[config.mk]
export PLATFORM = sky130hd
export DESIGN_NAME = wtw_device_flat
export DESIGN_NICKNAME = d
export VERILOG_FILES = /design/src/logic/wtw_pkg.sv /design/src/logic/wtw_if.sv /design/src/logic/wtw_device.sv /design/src/logic/wtw_down_counter.sv /design/src/flat_wrapper.sv
export VERILOG_INCLUDE_DIRS = /design/src /design/src/logic
export SDC_FILE = /design/constraint.sdc
export NUM_CORES = 1
export LEC_CHECK = 0
export ABC_AREA = 1
export BUFFER_PORTS_ARGS = -buffer_cell sky130_fd_sc_hd__buf_4
export CORE_MARGIN = 4
export CORE_UTILIZATION = 35
export CTS_CLUSTER_SIZE = 25
export DETAILED_ROUTE_END_ITERATION = 12
export PLACE_DENSITY = 0.46
export SLEW_MARGIN = 20
export SYNTH_ARGS = -nofsm -noshare
export SYNTH_HDL_FRONTEND = slang
export SYNTH_SLANG_ARGS = --single-unit
[constraint.sdc]
create_clock -name MCLK_I -period 1.9 [get_ports MCLK_I]
set_input_delay 0.19 -clock MCLK_I [delete_from_list [all_inputs] [get_ports MCLK_I]]
set_output_delay 0.19 -clock MCLK_I [all_outputs]
set_load 0.01 [all_outputs]
[src/logic/wtw_defines.svh]
`ifndef WTW_DEFINES_SVH
`define WTW_DEFINES_SVH
// Upper boundary period in microseconds
`define WTW_UPPER_US        17000
// Reset delay in microseconds
`define WTW_RESET_US        25
// Threshold crossing delay in microseconds
`define WTW_THRESH_US       200
// Upper to lower boundary ratio
`define WTW_LOWER_RATIO     31
// Clock period in ns
`define WTW_CLK_NS          10
`define WTW_NS_PER_US       1000
`define WTW_CNT_W           32
`endif

[src/logic/wtw_pkg.sv]
package wtw_pkg;
	typedef enum logic [3:0]
	{
		WTW_RESET_DLY = 4'h1,
		WTW_THRESH    = 4'h2,
		WTW_FIRST     = 4'h4,
		WTW_RUN       = 4'h8
	} wtw_state_t;
endpackage

[src/logic/wtw_if.sv]
`timescale 1ns/10ps
`default_nettype none
interface wtw_if;
	logic kick_input;
	logic mode_timeout;
	logic supervision_off_input;
	logic fault_flag_n;
	logic sys_reset_n;
	modport dev  (input kick_input, mode_timeout, supervision_off_input, sys_reset_n,
		output fault_flag_n);
	modport host (output kick_input, mode_timeout, supervision_off_input, sys_reset_n,
		input fault_flag_n);
endinterface
`default_nettype wire

[src/logic/wtw_device.sv]
`timescale 1ns/10ps
`default_nettype none
`include "wtw_defines.svh"
module wtw_device
	import wtw_pkg::*;
#(
	parameter int UPPER_CYC  = (`WTW_UPPER_US * `WTW_NS_PER_US) / `WTW_CLK_NS,
	parameter int RESET_CYC  = (`WTW_RESET_US * `WTW_NS_PER_US + `WTW_CLK_NS - 1) / `WTW_CLK_NS,
	parameter int THRESH_CYC = (`WTW_THRESH_US * `WTW_NS_PER_US + `WTW_CLK_NS - 1) / `WTW_CLK_NS
)
(
	input  wire logic MCLK_I,
	input  wire logic RST_N_I,
	wtw_if.dev        link,
	output logic      ARMED_O,
	output logic      FAULT_PULSE_O
);
	localparam int CW = `WTW_CNT_W;
	localparam int LOWER_CYC = UPPER_CYC / `WTW_LOWER_RATIO;
	//////////////////////////////////////////////////////////////////
	// Kick synchroniser and edge detect
	logic kick_s1_q;
	logic kick_s2_q;
	logic kick_s3_q;
	always_ff @(posedge MCLK_I)
	begin
		if (!RST_N_I)
		begin
			kick_s1_q <= 1'b1;
			kick_s2_q <= 1'b1;
			kick_s3_q <= 1'b1;
		end
		else
		begin
			kick_s1_q <= link.kick_input;
			kick_s2_q <= kick_s1_q;
			kick_s3_q <= kick_s2_q;
		end
	end
	wire fall_edge = kick_s3_q & ~kick_s2_q;
	wire rise_edge = ~kick_s3_q & kick_s2_q;
	wire kick_edge = link.mode_timeout ? (fall_edge | rise_edge) : fall_edge;
	//////////////////////////////////////////////////////////////////
	// State machine
	wtw_state_t    state_q;
	wtw_state_t    state_d;
	logic          flag_n_q;
	logic          flag_n_d;
	logic          load;
	logic [CW-1:0] load_val;
	logic          tmr_done;
	logic [CW-1:0] elapsed_q;
	logic [CW-1:0] elapsed_d;
	logic          fault;
	wire           off        = link.supervision_off_input;
	wire           rst_sys    = ~link.sys_reset_n;
	wire           force_idle = off | rst_sys;
	wire           early      = ~link.mode_timeout && (elapsed_q < CW'(LOWER_CYC));
	wire           early_kick = kick_edge & early;
	wire           late       = tmr_done;
	// Shared timer for delay, threshold and upper boundary
	wtw_down_counter #(.W(CW)) u_tmr
	(
		.MCLK_I  (MCLK_I),
		.RST_N_I (RST_N_I),
		.load_i  (load),
		.value_i (load_val),
		.done_o  (tmr_done),
		.count_o ()
	);
	always_comb
	begin
		state_d  = state_q;
		flag_n_d = flag_n_q;
		load     = 1'b0;
		load_val = CW'(RESET_CYC);
		fault    = 1'b0;
		unique case (state_q)
			WTW_RESET_DLY:
			begin
				// Kicks ignored while the delay runs
				if (tmr_done)
				begin
					flag_n_d = 1'b1;
					state_d  = WTW_THRESH;
					load     = 1'b1;
					load_val = CW'(THRESH_CYC);
				end
			end
			WTW_THRESH:
			begin
				// Threshold crossing; kicks still ignored
				if (tmr_done)
				begin
					state_d  = WTW_FIRST;
					load     = 1'b1;
					load_val = CW'(UPPER_CYC);
				end
			end
			WTW_FIRST:
			begin
				// First kick has no lower bound
				if (late)
				begin
					fault    = 1'b1;
					flag_n_d = 1'b0;
					state_d  = WTW_RESET_DLY;
					load     = 1'b1;
					load_val = CW'(RESET_CYC);
				end
				else if (kick_edge)
				begin
					state_d  = WTW_RUN;
					load     = 1'b1;
					load_val = CW'(UPPER_CYC);
				end
			end
			WTW_RUN:
			begin
				// Window kicks also checked for early
				if (late || early_kick)
				begin
					fault    = 1'b1;
					flag_n_d = 1'b0;
					state_d  = WTW_RESET_DLY;
					load     = 1'b1;
					load_val = CW'(RESET_CYC);
				end
				else if (kick_edge)
				begin
					load     = 1'b1;
					load_val = CW'(UPPER_CYC);
				end
			end
			default:
			begin
				state_d = WTW_RESET_DLY;
				load    = 1'b1;
			end
		endcase
		// Off or system reset restarts from delay
		if (force_idle)
		begin
			state_d  = WTW_RESET_DLY;
			flag_n_d = 1'b1;
			load     = 1'b1;
			load_val = CW'(RESET_CYC);
			fault    = 1'b0;
		end
	end
	always_ff @(posedge MCLK_I)
	begin
		if (!RST_N_I)
			state_q <= WTW_RESET_DLY;
		else
			state_q <= state_d;
	end
	always_ff @(posedge MCLK_I)
	begin
		if (!RST_N_I)
			flag_n_q <= 1'b1;
		else
			flag_n_q <= flag_n_d;
	end
	//////////////////////////////////////////////////////////////////
	// Elapsed time since the last accepted kick
	assign elapsed_d = (load || kick_edge) ? '0 : elapsed_q + CW'(1);
	always_ff @(posedge MCLK_I)
	begin
		if (!RST_N_I)
			elapsed_q <= '0;
		else
			elapsed_q <= elapsed_d;
	end
	//////////////////////////////////////////////////////////////////
	// State decode
	wire armed = (state_q == WTW_FIRST) || (state_q == WTW_RUN);
	//////////////////////////////////////////////////////////////////
	// Outputs
	// One-cycle marker of each fault decision
	logic fault_q;
	always_ff @(posedge MCLK_I)
	begin
		if (!RST_N_I)
			fault_q <= 1'b0;
		else
			fault_q <= fault;
	end
	// Flag and pulse leave from flip-flops
	assign link.fault_flag_n = flag_n_q;
	assign ARMED_O           = armed;
	assign FAULT_PULSE_O     = fault_q;
endmodule
`default_nettype wire

[src/logic/wtw_down_counter.sv]
`timescale 1ns/10ps
`default_nettype none
`include "wtw_defines.svh"
module wtw_down_counter
	import wtw_pkg::*;
#(
	parameter int W = `WTW_CNT_W
)
(
	input  wire logic         MCLK_I,
	input  wire logic         RST_N_I,
	input  wire logic         load_i,
	input  wire logic [W-1:0] value_i,
	output logic              done_o,
	output logic [W-1:0]      count_o
);
	logic [W-1:0] cnt_q;
	wire          zero = (cnt_q == '0);
	always_ff @(posedge MCLK_I)
	begin
		if (!RST_N_I)
			cnt_q <= '0;
		else if (load_i)
			cnt_q <= value_i;
		else if (!zero)
			cnt_q <= cnt_q - W'(1);
	end
	assign done_o  = zero;
	assign count_o = cnt_q;
endmodule
`default_nettype wire

[src/flat_wrapper.sv]
// flat-port wrapper written by rule: the top's interface ports become plain ports
module wtw_device_flat import wtw_pkg::*;
#(
	parameter int UPPER_CYC  = (`WTW_UPPER_US * `WTW_NS_PER_US) / `WTW_CLK_NS,
	parameter int RESET_CYC  = (`WTW_RESET_US * `WTW_NS_PER_US + `WTW_CLK_NS - 1) / `WTW_CLK_NS,
	parameter int THRESH_CYC = (`WTW_THRESH_US * `WTW_NS_PER_US + `WTW_CLK_NS - 1) / `WTW_CLK_NS
)
  (MCLK_I, RST_N_I, ARMED_O, FAULT_PULSE_O, link_kick_input, link_mode_timeout, link_supervision_off_input, link_sys_reset_n, link_fault_flag_n);
  wtw_if link_i ();
  input  wire logic MCLK_I;
  input  wire logic RST_N_I;
  output logic ARMED_O;
  output logic FAULT_PULSE_O;
  input wire logic [$bits(link_i.kick_input)-1:0] link_kick_input;
  input wire logic [$bits(link_i.mode_timeout)-1:0] link_mode_timeout;
  input wire logic [$bits(link_i.supervision_off_input)-1:0] link_supervision_off_input;
  input wire logic [$bits(link_i.sys_reset_n)-1:0] link_sys_reset_n;
  output wire logic [$bits(link_i.fault_flag_n)-1:0] link_fault_flag_n;
  assign link_i.kick_input = link_kick_input;
  assign link_i.mode_timeout = link_mode_timeout;
  assign link_i.supervision_off_input = link_supervision_off_input;
  assign link_i.sys_reset_n = link_sys_reset_n;
  assign link_fault_flag_n = link_i.fault_flag_n;
  wtw_device #(.UPPER_CYC(UPPER_CYC), .RESET_CYC(RESET_CYC), .THRESH_CYC(THRESH_CYC)) u_core (.MCLK_I(MCLK_I), .RST_N_I(RST_N_I), .link(link_i), .ARMED_O(ARMED_O), .FAULT_PULSE_O(FAULT_PULSE_O));
endmodule
# [After elaboration in Yosys (flattened, before gate mapping)]
# Index checks and enable logic that the tools add are counted.
# Widths: inputs -> output; s select.
[op_classes] addsub=2 magnitude_cmp=1 eq_ne=10 n_mux=28 bitwise=10 reduce_logical=11
[ops] cell="$mux 32" count=4
[ops] cell="$pmux 32 s4" count=1
[ops] cell="$mux 21" count=3
[ops] cell="$add 32x1->32 const B" count=1
[ops] cell="$logic_not 32->1" count=1
[ops] cell="$lt 32x16->1 const B" count=1
[ops] cell="$sub 32x1->32 const B" count=1
[ops] cell="$mux 4" count=5
[ops] cell="$pmux 4 s4" count=1
[ops] cell="$mux 15" count=1
[ops] cell="$mux 1" count=10
[ops] cell="$ne 2x1->1 const B" count=5
[ops] cell="$reduce_and 4->1" count=2
[ops] cell="$pmux 1 s3" count=2
[ops] cell="$reduce_or 2->1" count=3
[ops] cell="$not 1->1" count=5
[ops] cell="$eq 4x1->1 const B" count=1
[ops] cell="$eq 4x2->1 const B" count=1
[ops] cell="$eq 4x3->1 const B" count=1
[ops] cell="$eq 4x4->1 const B" count=1
[ops] cell="$and 1x1->1" count=3
[ops] cell="$logic_or 1x1->1" count=3
[ops] cell="$ne 3x1->1 const B" count=1
[ops] cell="$reduce_bool 3->1" count=1
[ops] cell="other kinds (3)" count=4
[totals] regBits=73 inputBits=6 output_inout_bits=3

# [Depth between registers and ports, before layout]
# Gate-level depths: netlist of the first run.
[logic_depth] word_depth=11 depth_mapped=14 ltp_nobuf=14

# [Modules after synthesis]
# Synthesis of the first run repeated with hierarchy kept, for this count alone.
[unflattened] cells_unflattened=728 area_unflattened_um2=4525.6
[by_module_without_submodules] module="wtw_device" instances=1 cells_each=348 area_each_um2=2302.2 seq_area_each_um2=820.8
[by_module_without_submodules] module="wtw_down_counter" instances=1 cells_each=380 area_each_um2=2223.4 seq_area_each_um2=640.6

# [Worst setup path after synthesis of the first run]
# No wires, ideal clock.
[synth_path] kind="register -> register" start="register u_core.u_tmr.cnt_q[1], in the netlist u_core.u_tmr.count_o[1]" end="register u_core.u_tmr.cnt_q[14], in the netlist u_core.u_tmr.count_o[14]" setup_time_ps=132 arrival_ps=1568 t_required_ps=1768 setup_slack_ps=200 stages_incl_launch_ff=11 path_buffers=1 synth_period_minus_slack_ps=1700 path_cell_list="dfxtp_1 inv_1 ha_1 nand2_2 nor2_4 nand4_4 o21ai_2 inv_4 buf_4 nand3_1 a21oi_1"
[synth_via] elab_chain_cells=6
[synth_rtl] element="start: declaration" line="wtw_down_counter.sv:17" rtl="logic [W-1:0] cnt_q;"
[synth_rtl] element="start signal: assignment" line="wtw_down_counter.sv:24" rtl="cnt_q <= value_i;"
[synth_rtl] element="start signal: assignment" line="wtw_down_counter.sv:26" rtl="cnt_q <= cnt_q - W'(1);"
[synth_rtl] element="parallel branches: the longest is 6 deep, another holds $sub 32x1->32"
# Several ways; the timed one is not identified. The select of a mux whose other input is x is not followed.
# A chain may end at the register's enable or synchronous reset.

# [Worst setup path after layout of the first run]
[layout_path] start="register u_core.u_tmr.cnt_q[0], in the netlist u_core.u_tmr.count_o[0]" end="register u_core.u_tmr.cnt_q[2], in the netlist u_core.u_tmr.count_o[2]"
# The elaborated chain is that of the path after synthesis.

==> results of run 1 <==
metal layers:
metal | routed length, um | vias to the layer above | part of all wire, %
met5 | 0 | - | 0
met4 | 145 | 0 | 1.4
met3 | 477 | 10 | 4.5
met2 | 4340 | 66 | 41
met1 | 5600 | 1704 | 53
li1 | - | 2000 | -
cell type report:
class / count / area, sq um / share of cell area [%]
clock inverters: 1 / 5.00 / 0.0998
flip-flops and latches: 73 / 1460 / 29.2
repair buffers: 41 / 362 / 7.21
well taps: 143 / 179 / 3.57
clock buffers: 13 / 240 / 4.79
multi-input cells: 444 / 2500 / 50.0
inverters: 69 / 262 / 5.21
worst max path at each step:
stage / from / to / slack [ps] / cells after the start
global route: u_core.kick_s2_q$_SDFF_PN1_ / u_core.u_tmr.count_o[11]$_SDFFE_PN0P_ / -40 / 14
floorplan: u_core.u_tmr.count_o[1]$_SDFFE_PN0P_ / u_core.u_tmr.count_o[14]$_SDFFE_PN0P_ / 200 / 10
detailed placement: u_core.elapsed_q[0]$_SDFF_PP0_ / u_core.elapsed_q[30]$_SDFF_PP0_ / -20 / 8
finish: u_core.u_tmr.count_o[0]$_SDFFE_PN0P_ / u_core.u_tmr.count_o[2]$_SDFFE_PN0P_ / 120 / 10
CTS: u_core.kick_s2_q$_SDFF_PN1_ / u_core.u_tmr.count_o[19]$_SDFFE_PN0P_ / 10 / 9
global placement: u_core.elapsed_q[0]$_SDFF_PP0_ / u_core.elapsed_q[30]$_SDFF_PP0_ / -70 / 8
per-stage QoR:
stage / hold slack (ps) / setup TNS, ps / util, %
after floorplan: 259 / 0 / -
after global placement: 378 / -70.0 / 40.0
after detailed placement: 382 / -21.0 / 40.0
after CTS: 20.3 / 0 / 42.1
after global routing: 34.1 / -106 / 43.4
final: 36.5 / 0 / 43.4
report_power, final:
| group | internal (mW) | switching (mW) |
|---|---|---|
| registers | 1.56 | 0.0203 |
| clock network | 0.869 | 0.624 |
| logic | 0.140 | 0.209 |
sequential cells by signal (all words and copies together) (netlist names):
register	flops
u_core.u_tmr.count_o	32
u_core.kick_s3_q	1
u_core.state_q	4
u_core.FAULT_PULSE_O	1
u_core.link.fault_flag_n	1
u_core.elapsed_q	32
u_core.kick_s2_q	1
u_core.kick_s1_q	1
critical path, cell delays in order (launching register included):
cell,delay [ps]
dfxtp_1,320
inv_1,60
ha_2,180
nand2_2,70
nor2_4,180
nand4_4,180
buf_6,170
a21oi_2,130
nand3_2,160
nand2_2,130
a21oi_1,70
cells by family after synthesis:
group	Yosys count	synth area share, %
xor+xnor	35	7.31
flops	73	34.8
buf+inv	77	7.78
fa+ha+maj	3	0.895
simple gates	357	41.7
compound gates	49	7.46
cell usage in the layout, fill, tap and decap left out, types with 2 or more instances in the layout:
| cell type | count |
|---|---|
| nand2_1 | 116 |
| nor2_1 | 83 |
| dfxtp_1 | 72 |
| inv_1 | 61 |
| nand3_1 | 39 |
| buf_4 | 36 |
| xor2_1 | 25 |
| nor3_1 | 21 |
| a21oi_1 | 21 |
| nor2_2 | 19 |
| a21oi_2 | 17 |
| nand4_1 | 14 |
| nand2_2 | 12 |
| xnor2_1 | 10 |
| nor2_4 | 9 |
| or2_2 | 9 |
| clkbuf_16 | 9 |
| inv_2 | 7 |
| nand3_2 | 6 |
| nor3_2 | 6 |
| nor4_1 | 5 |
| nor3b_1 | 4 |
| o21ai_0 | 4 |
| clkbuf_1 | 4 |
| buf_12 | 4 |
| nand2_4 | 3 |
| nand3b_1 | 3 |
| nand4_4 | 2 |
| o21ai_1 | 2 |
| o21ai_2 | 2 |
| and2_1 | 2 |
| ha_2 | 2 |
repair_timing:
item                                    in CTS  in global routing
endpoints found under the setup margin       1                 60
pin swaps                                    0                  7
resized for setup                            1                 32
setup buffers                                0                  6
hold buffers                                 0                  0
==> results.ini, run 1 <==
[worst_setup_path]
r2r_end=u_core.u_tmr.count_o[2]$_SDFFE_PN0P_
cp.required_ps=2120
crit_type=reg -> reg
cp-start-kind=register
end_kind=register
rr_startpoint=u_core.u_tmr.count_o[0]$_SDFFE_PN0P_
ff2ff_setup_slack_ps=120
arrival_ps=2000
r2r_cells=10
crit_fanout=6

[routing]
wl_um=10600
drc=0
vias_per_cell=4.82
detail-route-antenna-nets=0
first_pass_iters=5
drtIter0Drc=250
vias=3780
post_drt_wl_per_cell_um=13.5

[synth]
synth_top_cell_area_share_pct=34.8
ys_seq_area_share_pct=34.8
syn-cell-area_sq_mm=0.00420
yosysWarnings=0
synth_edf_count=0
synth.avg_cell_area_sq_um=7.06
synth_ff_type=dfxtp_1
synth.distinct_cells=37
synth_most_common_cell=nand2_1
yosys.area.top_type=dfxtp_1
synth_area_leaders=dfxtp_1 35%, nand2_1 11%, nor2_1 8.0%, inv_1 5.7%, xor2_1 5.2%
synth.top_cells.by_count=119 x nand2_1, 89 x nor2_1, 73 x dfxtp_1, 64 x inv_1, 43 x nand3_1
synth-async-reset-ratio_pct=0
synthCells=594
synth_seq_cells=73
synth_nets=603

[finish]
nNetsFinal=647
fillers=1226
syn_to_final_growth_pct=19.5
n_antenna_cell=0
drive_above_1_share_pct=23.4
fin_area_sq_mm=0.00501
fin_cells=784

[die]
top_level_ports=9
die_height_um=117
core-area_sq_mm=0.0116
die_area_sq_mm=0.0138
die_width_um=117
row_count=39
initial_core_util_pct=36.3

[grt]
overflow=0
met1_usage_pct=24.3
globalRouteMet2Util_pct=22.1
antenna_found_initial=0
gr-usage-met3_pct=3.70
grt_pass1_vias=3611
grt_max_degree=23
grt_pass1_wl_um=17800
top_usage_layer=met1
track_usage_pct=16.0

[sta]
hold_violations=0
report.final.slew_viol_count=0
min_period_ps=1780
max_freq_ghz=0.561
layout_setup_ws_ps=118
setup_viol=0
tightest_slew_ps=437
period_share_pct=93.8
timing.slew.headroom_pct=70.6
finClkSkew_ps=5.46
rsz0062_at_grt=true

[clocking]
clkSinkCount=73
clk_pin_slew_ps=50
cts_made_buffers=9
clockRootBuffer=clkbuf_16
clock_latency_ps=340
cts_max_level=3
cts.path.max_buffers=2
tritoncts=yes

[hold_path]
hold_depth=2
min_from=link_kick_input
whs_endpoint=u_core.kick_s1_q$_SDFF_PN1_
hold_class=in -> reg

[placed_design]
place_inst=764
pre_cts_ws_ps=-21.0
port_buffers=8
dp_hpwl_um=8130
place_area_sq_mm=0.00462
gp_congestion=0.858

[pwr]
p_total_mw=3.42
vdd_drop_max_uv=408
powerDensity_mw_per_mm2=682
p_leak_nw=1.93

[outcome]
status=finished clean

[job]
cap_violations=0

Power figures use the tool's default switching activity.
==> run 2, diff against run 1 <==
- CORE_ASPECT_RATIO: not set -> 1.4
- GPL_TIMING_DRIVEN: not set -> 0
==> run 2 against run 1 <==
  * Sequential share of layout area down 1.1 points
  * Non-clock buffer count shrank 3
  * Wire length grew 8.0%
  * Sequential power is essentially flat
  * Via count rose by 2.5%
  * Die area up 0.18%
  * Setup slack lost 90 ps
==> results.ini, run 2 (same netlist as run 1, synthesis figures left out) <==
[clocking]
tritoncts=yes
clock_latency_ps=330
cts_max_level=3
clkSinkCount=73
cts.path.max_buffers=2
clockRootBuffer=clkbuf_16
cts-hold-fix-buffers=0
clk_pin_slew_ps=60
cts_made_buffers=9

[routing]
vias_per_cell=4.92
post_drt_wl_per_cell_um=14.5
vias=3873
drc=0
wl_um=11400
first_pass_iters=6
drtIter0Drc=125
detail-route-antenna-nets=0

[worst_setup_path]
worstPathCellList=nor2_2 > nand2_1 > nor2_4 > nand4_4 > o21ai_4 > clkinv_4 > nand4_4 > clkbuf_16 > a21oi_2
cp-start-kind=register
crit_type=reg -> reg
end_kind=register
crit_family=simple AND/OR/NAND/NOR gates
cp_slowest_cell=dfxtp_1
ff2ff_setup_slack_ps=30
crit_fanout=7
cp.required_ps=2120
critPathBufInv=2
critPathMaxStageDelay_ps=340
arrival_ps=2100
cp_common_cell=nand4_4

[die]
top_level_ports=9
initial_core_util_pct=35.7
die_area_sq_mm=0.0138
core-area_sq_mm=0.0118
row_count=47
die_height_um=138
die_width_um=101

[outcome]
status=finished clean

[job]
cap_violations=0

[sta]
period_share_pct=98.5
min_period_ps=1870
max_freq_ghz=0.534
hold_violations=0
finalHoldWorstSlack_ps=44.7
timing.slew.headroom_pct=63.7
setup_viol=0
finClkSkew_ps=8.04
rsz0062_at_grt=true
tightest_slew_ps=544
report.final.slew_viol_count=0

[finish]
final_common_cell=nand2_1
n_antenna_cell=0
drive_above_1_share_pct=28.1
nNetsFinal=644
fillers=1224
final_cell_mix=111 x nand2_1, 70 x dfxtp_1, 66 x nor2_1
syn_to_final_growth_pct=24.4

[grt]
grt_max_degree=13
antenna_found_initial=0
overflow=0
grt_pass1_wl_um=18100
track_usage_pct=16.9
grt_pass1_vias=3848

[pwr]
p_leak_nw=1.99
vdd_drop_max_uv=355
powerDensity_mw_per_mm2=687
p_total_mw=3.59

[placed_design]
port_buffers=8
gp_congestion=0.867
dp_hpwl_um=8720

[hold_path]
hold_class=in -> reg

==> run 2: changes by cell type in the layout (fill, tap and decap cells not counted), moves of 4 or more <==
| cell | delta |
|---|---|
| nor2_4 | +4 |
| nand2_1 | -5 |
| nor2_2 | +13 |
| buf_4 | -8 |
| nor2_1 | -17 |
==> run 2: final cells by class <==
| cell class | count | area (sq um) | area share [%] |
|---|---|---|---|
| buffer | 8 | 86.3 | 1.65 |
| clock buffer | 11 | 253 | 4.84 |
| clock inverter | 5 | 30.0 | 0.575 |
| inverter | 69 | 264 | 5.06 |
| multi-input combinational | 444 | 2670 | 51.1 |
| sequential | 73 | 1470 | 28.1 |
| tap | 147 | 184 | 3.52 |
| timing repair buffer | 30 | 273 | 5.23 |
==> run 2: routing by layer <==
layer	global-route usage (%)	wire length, um	up-vias
li1	-	-	1997
met1	16.9	4340	1808
met2	32.6	6440	45
met3	3.44	254	23
met4	8.16	379	0
met5	0	0	-
==> run 2: worst paths after layout <==
kind	start	endpoint	cells after the start
worst max-delay path	u_core.u_tmr.count_o[16]$_SDFFE_PN0P_	u_core.elapsed_q[26]$_SDFF_PP0_	9
worst min-delay path	link_kick_input	u_core.kick_s1_q$_SDFF_PN1_	2
worst max register to register	u_core.u_tmr.count_o[16]$_SDFFE_PN0P_	u_core.elapsed_q[26]$_SDFF_PP0_	9
worst min register to register	u_core.kick_s1_q$_SDFF_PN1_	u_core.kick_s2_q$_SDFF_PN1_	1
==> run 2: stage by stage <==
step / cell area, sq um / worst slack (ps) / util (%) / instances / setup TNS [ps]
after global routing: 5220 / -49.0 / 44.4 / 787 / -1030
after detailed placement: 4440 / -204 / 37.7 / 749 / -4360
final: 5220 / 28.0 / 44.4 / 787 / 0
after floorplan: 4200 / 200 / - / 594 / 0
after CTS: 4810 / 6.19 / 40.9 / 766 / 0
after global placement: 4440 / -179 / 37.7 / 749 / -4090
==> run 2: repair_timing <==
item | in CTS | in global routing
buffers inserted | 1 | 19
resized for setup | 19 | 61
endpoints found under the setup margin | 57 | 60
cloned | 0 | 2
pin swaps | 4 | 22
endpoints found under the hold margin | 0 | 0
==> run 2: power breakdown <==
| part | total, mW | leakage (nW) | switching (mW) | internal (mW) |
|---|---|---|---|---|
| clock | 1.61 | 0.137 | 0.660 | 0.948 |
| combinational | 0.398 | 1.26 | 0.234 | 0.164 |
| sequential | 1.58 | 0.593 | 0.0260 | 1.55 |
| total | 3.59 | 1.99 | 0.920 | 2.67 |
